--- src/scanner_frame_receiver_defs.vh ---
`ifndef SCANNER_FRAME_RECEIVER_DEFS_VH
`define SCANNER_FRAME_RECEIVER_DEFS_VH

// register byte offsets
`define OFS_RATE        12'h000
`define OFS_FRAME       12'h004
`define OFS_EXTRACT     12'h008
`define OFS_PFX_LEN     12'h00C
`define OFS_PFX_W0      12'h010
`define OFS_PFX_W1      12'h014
`define OFS_PFX_W2      12'h018
`define OFS_PFX_W3      12'h01C
`define OFS_STATUS      12'h020
`define OFS_COUNTS      12'h024
`define OFS_LAST        12'h028

// reset values
`define RST_RATE        3'h3
`define RST_OPEN_CHAR   8'h02
`define RST_CLOSE_CHAR  8'h0D
`define RST_EXT_START   6'h01
`define RST_EXT_LEN     6'h28
`define RST_PFX_LEN     5'h00

// field positions
`define FRAME_CLOSE_LSB 8
`define EXTRACT_LEN_LSB 8
`define COUNTS_REJ_LSB  16

// limits
`define RATE_MAX        3'h4
`define CODE_MAX        6'h28
`define PFX_MAX         5'h10

// serial timing
`define CLK_HZ          20000000
`define BPS_1200        1200
`define BPS_2400        2400
`define BPS_4800        4800
`define BPS_9600        9600
`define BPS_19200       19200

`endif

--- src/scanner_frame_receiver.v ---
// Implementation choices: the register offsets and register access over APB.
`timescale 1ns/1ns
`default_nettype none
`include "scanner_frame_receiver_defs.vh"

// Summary of operation
// - Rate codes 0 to 4 give 1200, 2400, 4800, 9600 or 19200 bps.
// - Characters are always 8 data bits, no parity, one stop bit.
// - After reset the rate code is 3, which is 9600 bps.
// - Characters between frame-open and frame-close form the code.
// - A repeated frame-open discards the partial code and restarts.
// - The frame-open character is 8 bits and resets to 0x02.
// - The frame-close character is 8 bits and resets to 0x0D.
// - Extraction length accepts 1 to 40 and resets to 40.
// - The record is the substring from start, cut at the code end.
// - Every valid framed code yields one attendance record.
// - Start counts from 1, accepts 1 to 40, resets to 1; short codes fail.
// - A prefix of 0 to 16 characters must match the code's head.
module scanner_frame_receiver #(
  parameter CLK_HZ = `CLK_HZ,
  parameter CODE_CHARS = 40
) (
  // clock and reset
  input wire pclk,
  input wire presetn,
  // apb slave
  input wire psel,
  input wire penable,
  input wire pwrite,
  input wire [11:0] paddr,
  input wire [31:0] pwdata,
  output wire pready,
  output reg pslverr,
  output reg [31:0] prdata,
  // scanner serial input
  input wire scan_rxd,
  // attendance record
  output reg rec_valid_q,
  output reg rec_reject_q,
  output reg [5:0] rec_len_q,
  output reg [8*CODE_CHARS-1:0] rec_code_q
);

  // configuration
  reg [2:0] rate_q;
  reg [7:0] open_char_q;
  reg [7:0] close_char_q;
  reg [5:0] ext_start_q;
  reg [5:0] extract_length_q;
  reg [4:0] pfx_len_q;
  reg [127:0] leading_code_filter_q;

  // collection state
  reg [7:0] code_mem [0:CODE_CHARS-1];
  reg collecting_q;
  reg overflow_q;
  reg [5:0] cnt_q;
  reg done_q;
  reg [15:0] acc_cnt_q;
  reg [15:0] rej_cnt_q;

  wire [7:0] rx_data;
  wire rx_valid;

  serial_byte_rx #(
    .CLK_HZ(CLK_HZ)
  ) u_rx (
    .pclk(pclk),
    .presetn(presetn),
    .rate(rate_q),
    .rxd(scan_rxd),
    .rx_data_q(rx_data),
    .rx_valid_q(rx_valid),
    .rx_ferr_q()
  );

  // true when a setting value lies in 1..40
  function in_range;
    input [5:0] v;
    begin
      in_range = (v != 6'h00) && (v <= `CODE_MAX);
    end
  endfunction

  // apb access: zero wait states, every access completes in two cycles
  wire setup = psel && !penable;
  wire wr = psel && penable && pwrite;
  reg mapped;

  assign pready = 1'b1;

  always @* begin
    case (paddr)
      `OFS_RATE, `OFS_FRAME, `OFS_EXTRACT, `OFS_PFX_LEN,
      `OFS_PFX_W0, `OFS_PFX_W1, `OFS_PFX_W2, `OFS_PFX_W3,
      `OFS_STATUS, `OFS_COUNTS, `OFS_LAST: mapped = 1'b1;
      default: mapped = 1'b0;
    endcase
  end

  // read data is captured in the setup cycle so prdata comes from flops
  always @(posedge pclk or negedge presetn) begin
    if (!presetn) begin
      prdata <= 32'h0000_0000;
      pslverr <= 1'b0;
    end else if (setup) begin
      pslverr <= !mapped;
      prdata <= 32'h0000_0000;
      if (!pwrite) begin
        case (paddr)
          `OFS_RATE: prdata <= {29'h0000_0000, rate_q};
          `OFS_FRAME: prdata <= {16'h0000, close_char_q, open_char_q};
          `OFS_EXTRACT: prdata <= {18'h0_0000, extract_length_q,
                                   2'b00, ext_start_q};
          `OFS_PFX_LEN: prdata <= {27'h000_0000, pfx_len_q};
          `OFS_PFX_W0: prdata <= leading_code_filter_q[31:0];
          `OFS_PFX_W1: prdata <= leading_code_filter_q[63:32];
          `OFS_PFX_W2: prdata <= leading_code_filter_q[95:64];
          `OFS_PFX_W3: prdata <= leading_code_filter_q[127:96];
          `OFS_STATUS: prdata <= {15'h0000, overflow_q, 2'b00, cnt_q,
                                  7'h00, collecting_q};
          `OFS_COUNTS: prdata <= {rej_cnt_q, acc_cnt_q};
          `OFS_LAST: prdata <= {26'h000_0000, rec_len_q};
          default: prdata <= 32'h0000_0000;
        endcase
      end
    end
  end

  // configuration writes; out-of-range values leave the setting unchanged
  always @(posedge pclk or negedge presetn) begin
    if (!presetn) begin
      rate_q <= `RST_RATE;
      open_char_q <= `RST_OPEN_CHAR;
      close_char_q <= `RST_CLOSE_CHAR;
      ext_start_q <= `RST_EXT_START;
      extract_length_q <= `RST_EXT_LEN;
      pfx_len_q <= `RST_PFX_LEN;
      leading_code_filter_q <= 128'h0;
    end else if (wr) begin
      case (paddr)
        `OFS_RATE:
          if (pwdata[2:0] <= `RATE_MAX && pwdata[31:3] == 29'h0)
            rate_q <= pwdata[2:0];
        `OFS_FRAME: begin
          open_char_q <= pwdata[7:0];
          close_char_q <= pwdata[`FRAME_CLOSE_LSB +: 8];
        end
        `OFS_EXTRACT: begin
          if (in_range(pwdata[5:0]) && pwdata[7:6] == 2'b00)
            ext_start_q <= pwdata[5:0];
          if (in_range(pwdata[`EXTRACT_LEN_LSB +: 6]) &&
              pwdata[15:14] == 2'b00)
            extract_length_q <= pwdata[`EXTRACT_LEN_LSB +: 6];
        end
        `OFS_PFX_LEN:
          if (pwdata[31:5] == 27'h0 && pwdata[4:0] <= `PFX_MAX)
            pfx_len_q <= pwdata[4:0];
        `OFS_PFX_W0: leading_code_filter_q[31:0] <= pwdata;
        `OFS_PFX_W1: leading_code_filter_q[63:32] <= pwdata;
        `OFS_PFX_W2: leading_code_filter_q[95:64] <= pwdata;
        `OFS_PFX_W3: leading_code_filter_q[127:96] <= pwdata;
        default: ;
      endcase
    end
  end

  // framing of received characters
  always @(posedge pclk or negedge presetn) begin
    if (!presetn) begin
      collecting_q <= 1'b0;
      overflow_q <= 1'b0;
      cnt_q <= 6'h00;
      done_q <= 1'b0;
    end else begin
      done_q <= 1'b0;
      if (rx_valid) begin
        if (rx_data == open_char_q) begin
          collecting_q <= 1'b1;
          overflow_q <= 1'b0;
          cnt_q <= 6'h00;
        end else if (collecting_q) begin
          if (rx_data == close_char_q) begin
            collecting_q <= 1'b0;
            done_q <= 1'b1;
          end else if (cnt_q == `CODE_MAX) begin
            // too long: the code is kept flagged and rejected at close
            overflow_q <= 1'b1;
          end else begin
            cnt_q <= cnt_q + 6'h01;
          end
        end
      end
    end
  end

  always @(posedge pclk) begin
    if (rx_valid && collecting_q && rx_data != open_char_q &&
        rx_data != close_char_q && cnt_q < `CODE_MAX)
      code_mem[cnt_q] <= rx_data;
  end

  // substring extraction and prefix check on the stored code
  reg [8*CODE_CHARS-1:0] ext_code;
  reg [6:0] avail;
  reg [5:0] out_len;
  reg [6:0] idx;
  reg pfx_ok;
  integer k;

  always @* begin
    ext_code = {8*CODE_CHARS{1'b0}};
    idx = 7'h00;
    avail = {1'b0, cnt_q} + 7'h01 - {1'b0, ext_start_q};
    if (cnt_q < ext_start_q)
      out_len = 6'h00;
    else if (avail < {1'b0, extract_length_q})
      out_len = avail[5:0];
    else
      out_len = extract_length_q;
    for (k = 0; k < CODE_CHARS; k = k + 1) begin
      idx = {1'b0, ext_start_q} - 7'h01 + k[6:0];
      if (k[5:0] < out_len && idx < CODE_CHARS)
        ext_code[8*k +: 8] = code_mem[idx[5:0]];
    end
    pfx_ok = (cnt_q >= {1'b0, pfx_len_q});
    for (k = 0; k < 16; k = k + 1) begin
      if (k[4:0] < pfx_len_q && k < CODE_CHARS &&
          code_mem[k] != leading_code_filter_q[8*k +: 8])
        pfx_ok = 1'b0;
    end
  end

  // record issue, one cycle after done_q flags the close character
  wire accept = !overflow_q && (cnt_q >= ext_start_q) && pfx_ok;

  always @(posedge pclk or negedge presetn) begin
    if (!presetn) begin
      rec_valid_q <= 1'b0;
      rec_reject_q <= 1'b0;
      rec_len_q <= 6'h00;
      rec_code_q <= {8*CODE_CHARS{1'b0}};
      acc_cnt_q <= 16'h0000;
      rej_cnt_q <= 16'h0000;
    end else begin
      rec_valid_q <= done_q && accept;
      rec_reject_q <= done_q && !accept;
      if (done_q && accept) begin
        rec_len_q <= out_len;
        rec_code_q <= ext_code;
        acc_cnt_q <= acc_cnt_q + 16'h0001;
      end
      if (done_q && !accept)
        rej_cnt_q <= rej_cnt_q + 16'h0001;
    end
  end

endmodule // scanner_frame_receiver

`default_nettype wire

--- src/serial_byte_rx.v ---
`timescale 1ns/1ns
`default_nettype none
`include "scanner_frame_receiver_defs.vh"

module serial_byte_rx #(
  parameter CLK_HZ = `CLK_HZ
) (
  // clock and reset
  input wire pclk,
  input wire presetn,
  // configuration
  input wire [2:0] rate,
  // serial line
  input wire rxd,
  // received byte
  output reg [7:0] rx_data_q,
  output reg rx_valid_q,
  output reg rx_ferr_q
);

  localparam ST_IDLE = 2'd0;
  localparam ST_START = 2'd1;
  localparam ST_DATA = 2'd2;
  localparam ST_STOP = 2'd3;

  // bit period in clock cycles, rounded down
  // the quotient is computed at 32 bits; 16 bits cover 1200 bps at 20 MHz
  function [15:0] bit_cycles;
    input [2:0] code;
    reg [31:0] full;
    begin
      case (code)
        3'h0: full = CLK_HZ / `BPS_1200;
        3'h1: full = CLK_HZ / `BPS_2400;
        3'h2: full = CLK_HZ / `BPS_4800;
        3'h3: full = CLK_HZ / `BPS_9600;
        default: full = CLK_HZ / `BPS_19200;
      endcase
      bit_cycles = full[15:0];
    end
  endfunction

  reg [1:0] st_q;
  reg [15:0] cnt_q;
  reg [2:0] bit_q;
  reg [7:0] shift_q;
  wire [15:0] period = bit_cycles(rate);

  always @(posedge pclk or negedge presetn) begin
    if (!presetn) begin
      st_q <= ST_IDLE;
      cnt_q <= 16'h0000;
      bit_q <= 3'h0;
      shift_q <= 8'h00;
      rx_data_q <= 8'h00;
      rx_valid_q <= 1'b0;
      rx_ferr_q <= 1'b0;
    end else begin
      rx_valid_q <= 1'b0;
      rx_ferr_q <= 1'b0;
      case (st_q)
        ST_IDLE: begin
          cnt_q <= 16'h0000;
          if (!rxd) st_q <= ST_START;
        end
        ST_START: begin
          // confirm start bit at its middle, reject glitches
          if (cnt_q >= {1'b0, period[15:1]}) begin
            cnt_q <= 16'h0000;
            bit_q <= 3'h0;
            st_q <= rxd ? ST_IDLE : ST_DATA;
          end else cnt_q <= cnt_q + 16'h0001;
        end
        ST_DATA: begin
          if (cnt_q >= period - 16'h0001) begin
            cnt_q <= 16'h0000;
            shift_q <= {rxd, shift_q[7:1]};
            bit_q <= bit_q + 3'h1;
            if (bit_q == 3'h7) st_q <= ST_STOP;
          end else cnt_q <= cnt_q + 16'h0001;
        end
        ST_STOP: begin
          if (cnt_q >= period - 16'h0001) begin
            cnt_q <= 16'h0000;
            st_q <= ST_IDLE;
            rx_data_q <= shift_q;
            rx_valid_q <= rxd;
            rx_ferr_q <= !rxd;
          end else cnt_q <= cnt_q + 16'h0001;
        end
        default: st_q <= ST_IDLE;
      endcase
    end
  end

endmodule // serial_byte_rx

`default_nettype wire

--- config.mk ---
export PLATFORM = sky130hd
export DESIGN_NAME = scanner_frame_receiver
export DESIGN_NICKNAME = d
export VERILOG_FILES = /design/src/scanner_frame_receiver.v /design/src/serial_byte_rx.v
export VERILOG_INCLUDE_DIRS = /design/src
export SDC_FILE = /design/constraint.sdc
export NUM_CORES = 2
export LEC_CHECK = 0
export BUFFER_PORTS_ARGS = -buffer_cell sky130_fd_sc_hd__clkbuf_2
export CORE_ASPECT_RATIO = 2
export CORE_MARGIN = 1
export CORE_UTILIZATION = 62
export CTS_CLUSTER_DIAMETER = 50
export DETAILED_ROUTE_END_ITERATION = 12
export GPL_TIMING_DRIVEN = 0
export PLACE_DENSITY = 0.87
export SKIP_LAST_GASP = 1
export SYNTH_ARGS = -nofsm -noshare
export SYNTH_HDL_FRONTEND = slang
export SYNTH_SLANG_ARGS = --single-unit
export TNS_END_PERCENT = 10
--- constraint.sdc ---
create_clock -name pclk -period 5.7 [get_ports pclk]
set_input_delay 1.425 -clock pclk [delete_from_list [all_inputs] [get_ports pclk]]
set_output_delay 1.425 -clock pclk [all_outputs]
set_load 0.01 [all_outputs]
==> impl_metrics.yaml, run 1 <==
outcome:
  status: "did not finish"
  stop_stage: "5_1_grt"
  error: "[ERROR GRT-0116] Global routing finished with congestion. Check the congestion regions in the DRC Viewer."
floorplan:
  num_rows: 168
  die_x_um: 232.6
  fp.dieH_um: 463.1
  initial_core_util_pct: 62.72
  io_pins: 412
global_routing:
  first_global_vias: 72370
  grt_pass1_wl_um: 650300
  grt_max_degree: 124
  grt_usage_pct: 82.46
  grt_overflow: 2857
clocking:
  clock_sinks: 988
  cts_max_level: 3
  clockBufferDepth: 3
  postCtsHoldBufs: 0
  cts-root-buf: "clkbuf_16"
  cts_buffers: 94
yosys:
  synth_edf_count: 384
  syn_inst: 5565
  ys_warn_count: 0
  synth-async-reset-ratio_pct: 61.13
  synthDistinctLibCells: 100
  ys_seq_elements: 988
  synth_seq_area_share_pct: 40.44
  avgSynthCellArea_um2: 11.84
  synth_ff_type: "dfrtp_1"
  synth_area_um2: 65910
placed_design:
  port_buffers: 406
  place.gp.congestion: 1.359
  dp_hpwl_um: 286300
  placed_area_um2: 70420
per-layer routing:
metal	overflow	track usage, %
met5	1	21.46
met4	847	85.75
met3	13	63.75
met1	8	80.30
met2	1988	103.0
cell usage after synthesis (18+ instances only):
| master | number | area (um^2) |
|---|---|---|
| mux2i_1 | 665 | 6656 |
| edfxtp_1 | 384 | 11530 |
| nor4_1 | 47 | 294.0 |
| inv_1 | 53 | 198.9 |
| nand4_1 | 39 | 244.0 |
| a21oi_1 | 177 | 885.9 |
| a22o_1 | 99 | 867.1 |
| a22oi_1 | 47 | 352.8 |
| xor2_1 | 71 | 621.9 |
| dfrtp_1 | 595 | 14890 |
| nand3_1 | 65 | 325.3 |
| o2bb2ai_1 | 46 | 402.9 |
| a21o_1 | 26 | 195.2 |
| nor2b_1 | 33 | 206.5 |
| and3_1 | 40 | 250.2 |
| a32o_1 | 172 | 1722 |
| nand2b_1 | 20 | 125.1 |
| or3_1 | 18 | 112.6 |
| ha_1 | 90 | 1126 |
| a222oi_1 | 30 | 300.3 |
| buf_2 | 132 | 660.6 |
| nor2_1 | 308 | 1156 |
| clkbuf_1 | 229 | 859.6 |
| o31ai_1 | 21 | 157.7 |
| mux2_2 | 366 | 4121 |
| nand2_1 | 518 | 1944 |
| nor3_1 | 35 | 175.2 |
| xnor2_1 | 192 | 1682 |
| mux4_2 | 406 | 9144 |
| a211oi_1 | 67 | 503.0 |
| buf_1 | 44 | 165.2 |
| o21ai_0 | 269 | 1346 |
cells by family after synthesis:
group | share of synthesized area (%)
fa+ha+maj | 1.800
flops | 40.44
simple gates | 8.250
compound gates | 12.01
mux | 30.28
other cells | 0.01139
xor+xnor | 4.159
buf+inv | 3.049
repair_timing:
item / 4_1_cts
buffers inserted: 13
gates resized for setup: 192
pin swaps: 8
setup endpoints to repair: 325
cloned: 0
through the flow:
step	setup slack [ns]	utilization [%]	hold WS [ns]	instances	setup TNS, ns
after floorplan	0.8056	-	0.4420	5630	0
after global placement	-10.21	66.50	0.4729	7396	-6582.52
after detailed placement	-2.751	67.00	0.4730	7419	-510.78
after CTS	-0.09768	71.03	0.4922	7601	-4.784
==> run 2, diff against run 1 <==
Settings changed: CORE_ASPECT_RATIO 2 to not set, CORE_UTILIZATION 62 to 40, CTS_CLUSTER_DIAMETER 50 to not set, PLACE_DENSITY 0.87 to not set, PLACE_DENSITY_LB_ADDON set to 0.15.
==> run 2 against run 1 <==
Synthesized cell count unchanged. Area after synthesis unchanged. The flow now finishes, with violations (capacitance limit, slew limit, setup timing).
==> impl_metrics.yaml, run 2 <==
yosys:
  synth-async-reset-ratio_pct: 61.13
  synth_seq_area_share_pct: 40.44
  synth_top_area_cell: "dfrtp_1"
  synth_area_um2: 65910
  synth_ff_type: "dfrtp_1"
  yosysTopAreaCellShare_pct: 22.59
  avgSynthCellArea_um2: 11.84
  ys_warn_count: 0
  synth_area_leaders: "dfrtp_1 (23%), edfxtp_1 (17%), mux4_2 (14%), mux2i_1 (10%), mux2_2 (6.3%)"
  synth_commonest_cells: "mux2i_1 (665), dfrtp_1 (595), nand2_1 (518)"
  ys_seq_elements: 988
  syn_inst: 5565
  yosysMostFrequentCell: "mux2i_1"
  synthDistinctLibCells: 100
  synth_edf_count: 384
global_routing:
  grt_max_degree: 111
  grt_pass1_wl_um: 480500
  grt_usage_pct: 42.61
  antenna_found_initial: 9
  first_global_vias: 53350
  grt_overflow: 0
placed_design:
  dp_hpwl_um: 299700
  place.gp.congestion: 1.135
  dp.cells: 8234
  port_buffers: 406
  placed_area_um2: 71460
cells_and_area:
  register_area_um2: 26670
  stdcell_area_um2: 76620
  fin_cells: 8466
  multi_input_area_um2: 38560
  largest_reg_flops: 384
  final_common_cell: "dfrtp_1"
  syn_to_final_growth_pct: 16.24
  layout-drive-gt1-share_pct: 29.04
  num-fill-cells: 15140
  mostFrequentLayoutCells: "dfrtp_1 (587), mux2i_1 (580), nand2_1 (517), clkbuf_2 (435), mux4_2 (406)"
  nNetsFinal: 6336
  reg_top3: "code_mem (384), rec_code_q (320), leading_code_filter_q (128)"
  regMostFlops: "code_mem"
route:
  via_count: 57820
  detail-route-antenna-nets: 0
  drt-total-wl_um: 362700
  avgRoutedWirePerCell_um: 42.84
  drt-initial-drc-count: 9213
  viasPerCell: 6.830
  first_pass_iters: 9
  drc: 0
floorplan:
  initial_core_util_pct: 40.40
  core_um2: 163100
  fp.dieH_um: 407.9
  num_rows: 148
  die_x_um: 407.9
  fp.dieArea_um2: 166400
  io_pins: 412
clocking:
  cts_max_level: 3
  clk_latency_ns: 0.82
  clock_sinks: 988
  cts_buffers: 112
  cts-root-buf: "clkbuf_16"
  clk_pin_slew_ns: 0.06
  tritoncts: "built"
  clockBufferDepth: 3
worst_setup_path:
  worstSetupEndpointType: "flop"
  max_stage_delay_ns: 0.73
  critPathLaunchType: "flop"
  path_cells: "buf_4 -> inv_1 -> ha_2 -> xor2_4 -> clkbuf_4 -> clkbuf_4 -> ha_1 -> clkbuf_1 -> clkbuf_2 -> buf_2 -> mux2i_1 -> mux2i_1 -> mux2i_1 -> a211oi_1 -> a32o_1"
  worstPathRequired_ns: 6.37
  critPathMaxFanout: 15
  crit_slowest_cell: "mux2i_1"
  path_class: "reg2reg"
  crit_top_cell: "mux2i_1"
  worstPathArrival_ns: 6.64
power:
  ir_drop_mv: 0.2508
  leakage_nw: 30.92
  powerDensity_nw_per_um2: 203.5
  finalPower_w: 0.01559
timing:
  tightest_slew_ns: 1.646
  finalCritPeriodShare_pct: 104.8
  fin_crit_ns: 5.972
  maxSlewHeadroom_pct: -9.713
  clock_skew_ns: 0.04968
  holdWs_ns: 0.4808
  rsz0062_at_grt: "true"
  timing.fmax_mhz: 167.4
  setup_ws_ns: -0.2720
  finalSetupViolations: 75
  finalHoldViolCount: 0
  tns_ns: -4.805
  slew_violations: 22
outcome:
  status: "finished, violations left"
  violations: "capacitance limit, slew limit, setup timing"
min_path:
  worstHoldPathType: "reg2reg"
job:
  cap_violations: 2
## run 2: cell counts after synthesis
No cell type changed its count.
## run 2: layout make-up
cell class                 count  share of cell area (%)
sequential                   988                   34.80
antenna                        6                 0.01960
timing repair buffer         452                   3.508
tap                         2175                   3.552
buffer                       412                   2.459
clock buffer                 149                   4.048
clock inverter                57                  0.9716
multi-input combinational   4165                   50.32
inverter                      62                  0.3152
## run 2: logic make-up after synthesis
family                     synth area share (%)
adders and majority gates                 1.800
buffers and inverters                     3.049
muxes                                     30.28
other                                   0.01139
and+or+nand+nor                           8.250
AOI/OAI and AO/OA                         12.01
xor gates and xnor gates                  4.159
DFF                                       40.44
## run 2: layer usage
metal  up-vias  wire length (um)  global-route usage [%]
met5         -                13                       0
met4         2             29290                   27.59
met3       866             44220                   14.02
met2      4132            150700                   60.87
met1     29940            138500                   55.14
li1      22880                 -                       -
## run 2: worst paths after layout
path | end | depth (start not counted) | start | slack (ns)
max | rec_code_q[273] | 15 | ext_start_q[0] | -0.27
max reg2reg | rec_code_q[273] | 15 | ext_start_q[0] | -0.27
min in group asynchronous | rec_code_q[283] | 1 | presetn | 0.56
min | rej_cnt_q[15] | 1 | rej_cnt_q[15] | 0.48
max in group asynchronous | leading_code_filter_q[47] | 4 | presetn | 3.07
min reg2reg | rej_cnt_q[15] | 1 | rej_cnt_q[15] | 0.48
## run 2: per-stage QoR
| stage | utilization [%] | worst slack, ns |
|---|---|---|
| 2_1_floorplan | - | 0.8056 |
| 5_1_grt | 46.96 | -0.1448 |
| 6_report | 46.97 | -0.2720 |
| 3_5_place_dp | 43.80 | -2.275 |
| 4_1_cts | 46.76 | -0.2109 |
| 3_3_place_gp | 43.47 | -11.73 |
## run 2: repair_timing
item / CTS / global route
gates cloned: 0 / 0
buffers inserted: 17 / 6
hold buffers: 0 / 0
pin swaps: 11 / 4
setup endpoints to repair: 345 / 322
resized for setup: 191 / 91
## run 2: report_power, final
| group | total [W] | internal (W) | switching [W] |
|---|---|---|---|
| Clock | 0.00767 | 0.00442 | 0.00324 |
| Combinational | 0.000508 | 0.000150 | 0.000358 |
| Sequential | 0.00742 | 0.00738 | 0.0000324 |
| Total | 0.0156 | 0.0120 | 0.00363 |
## run 2: critical path: cells and delay by family (launching register included)
kind | cells | cell delay, ns
muxes | 3 | 1.57
buffers and inverters | 7 | 2.17
AOI/OAI and AO/OA | 2 | 0.49
DFF | 1 | 0.64
adders and majority gates | 2 | 0.56
xor gates and xnor gates | 1 | 0.37
Note: power is estimated with default switching activity, not from simulation.
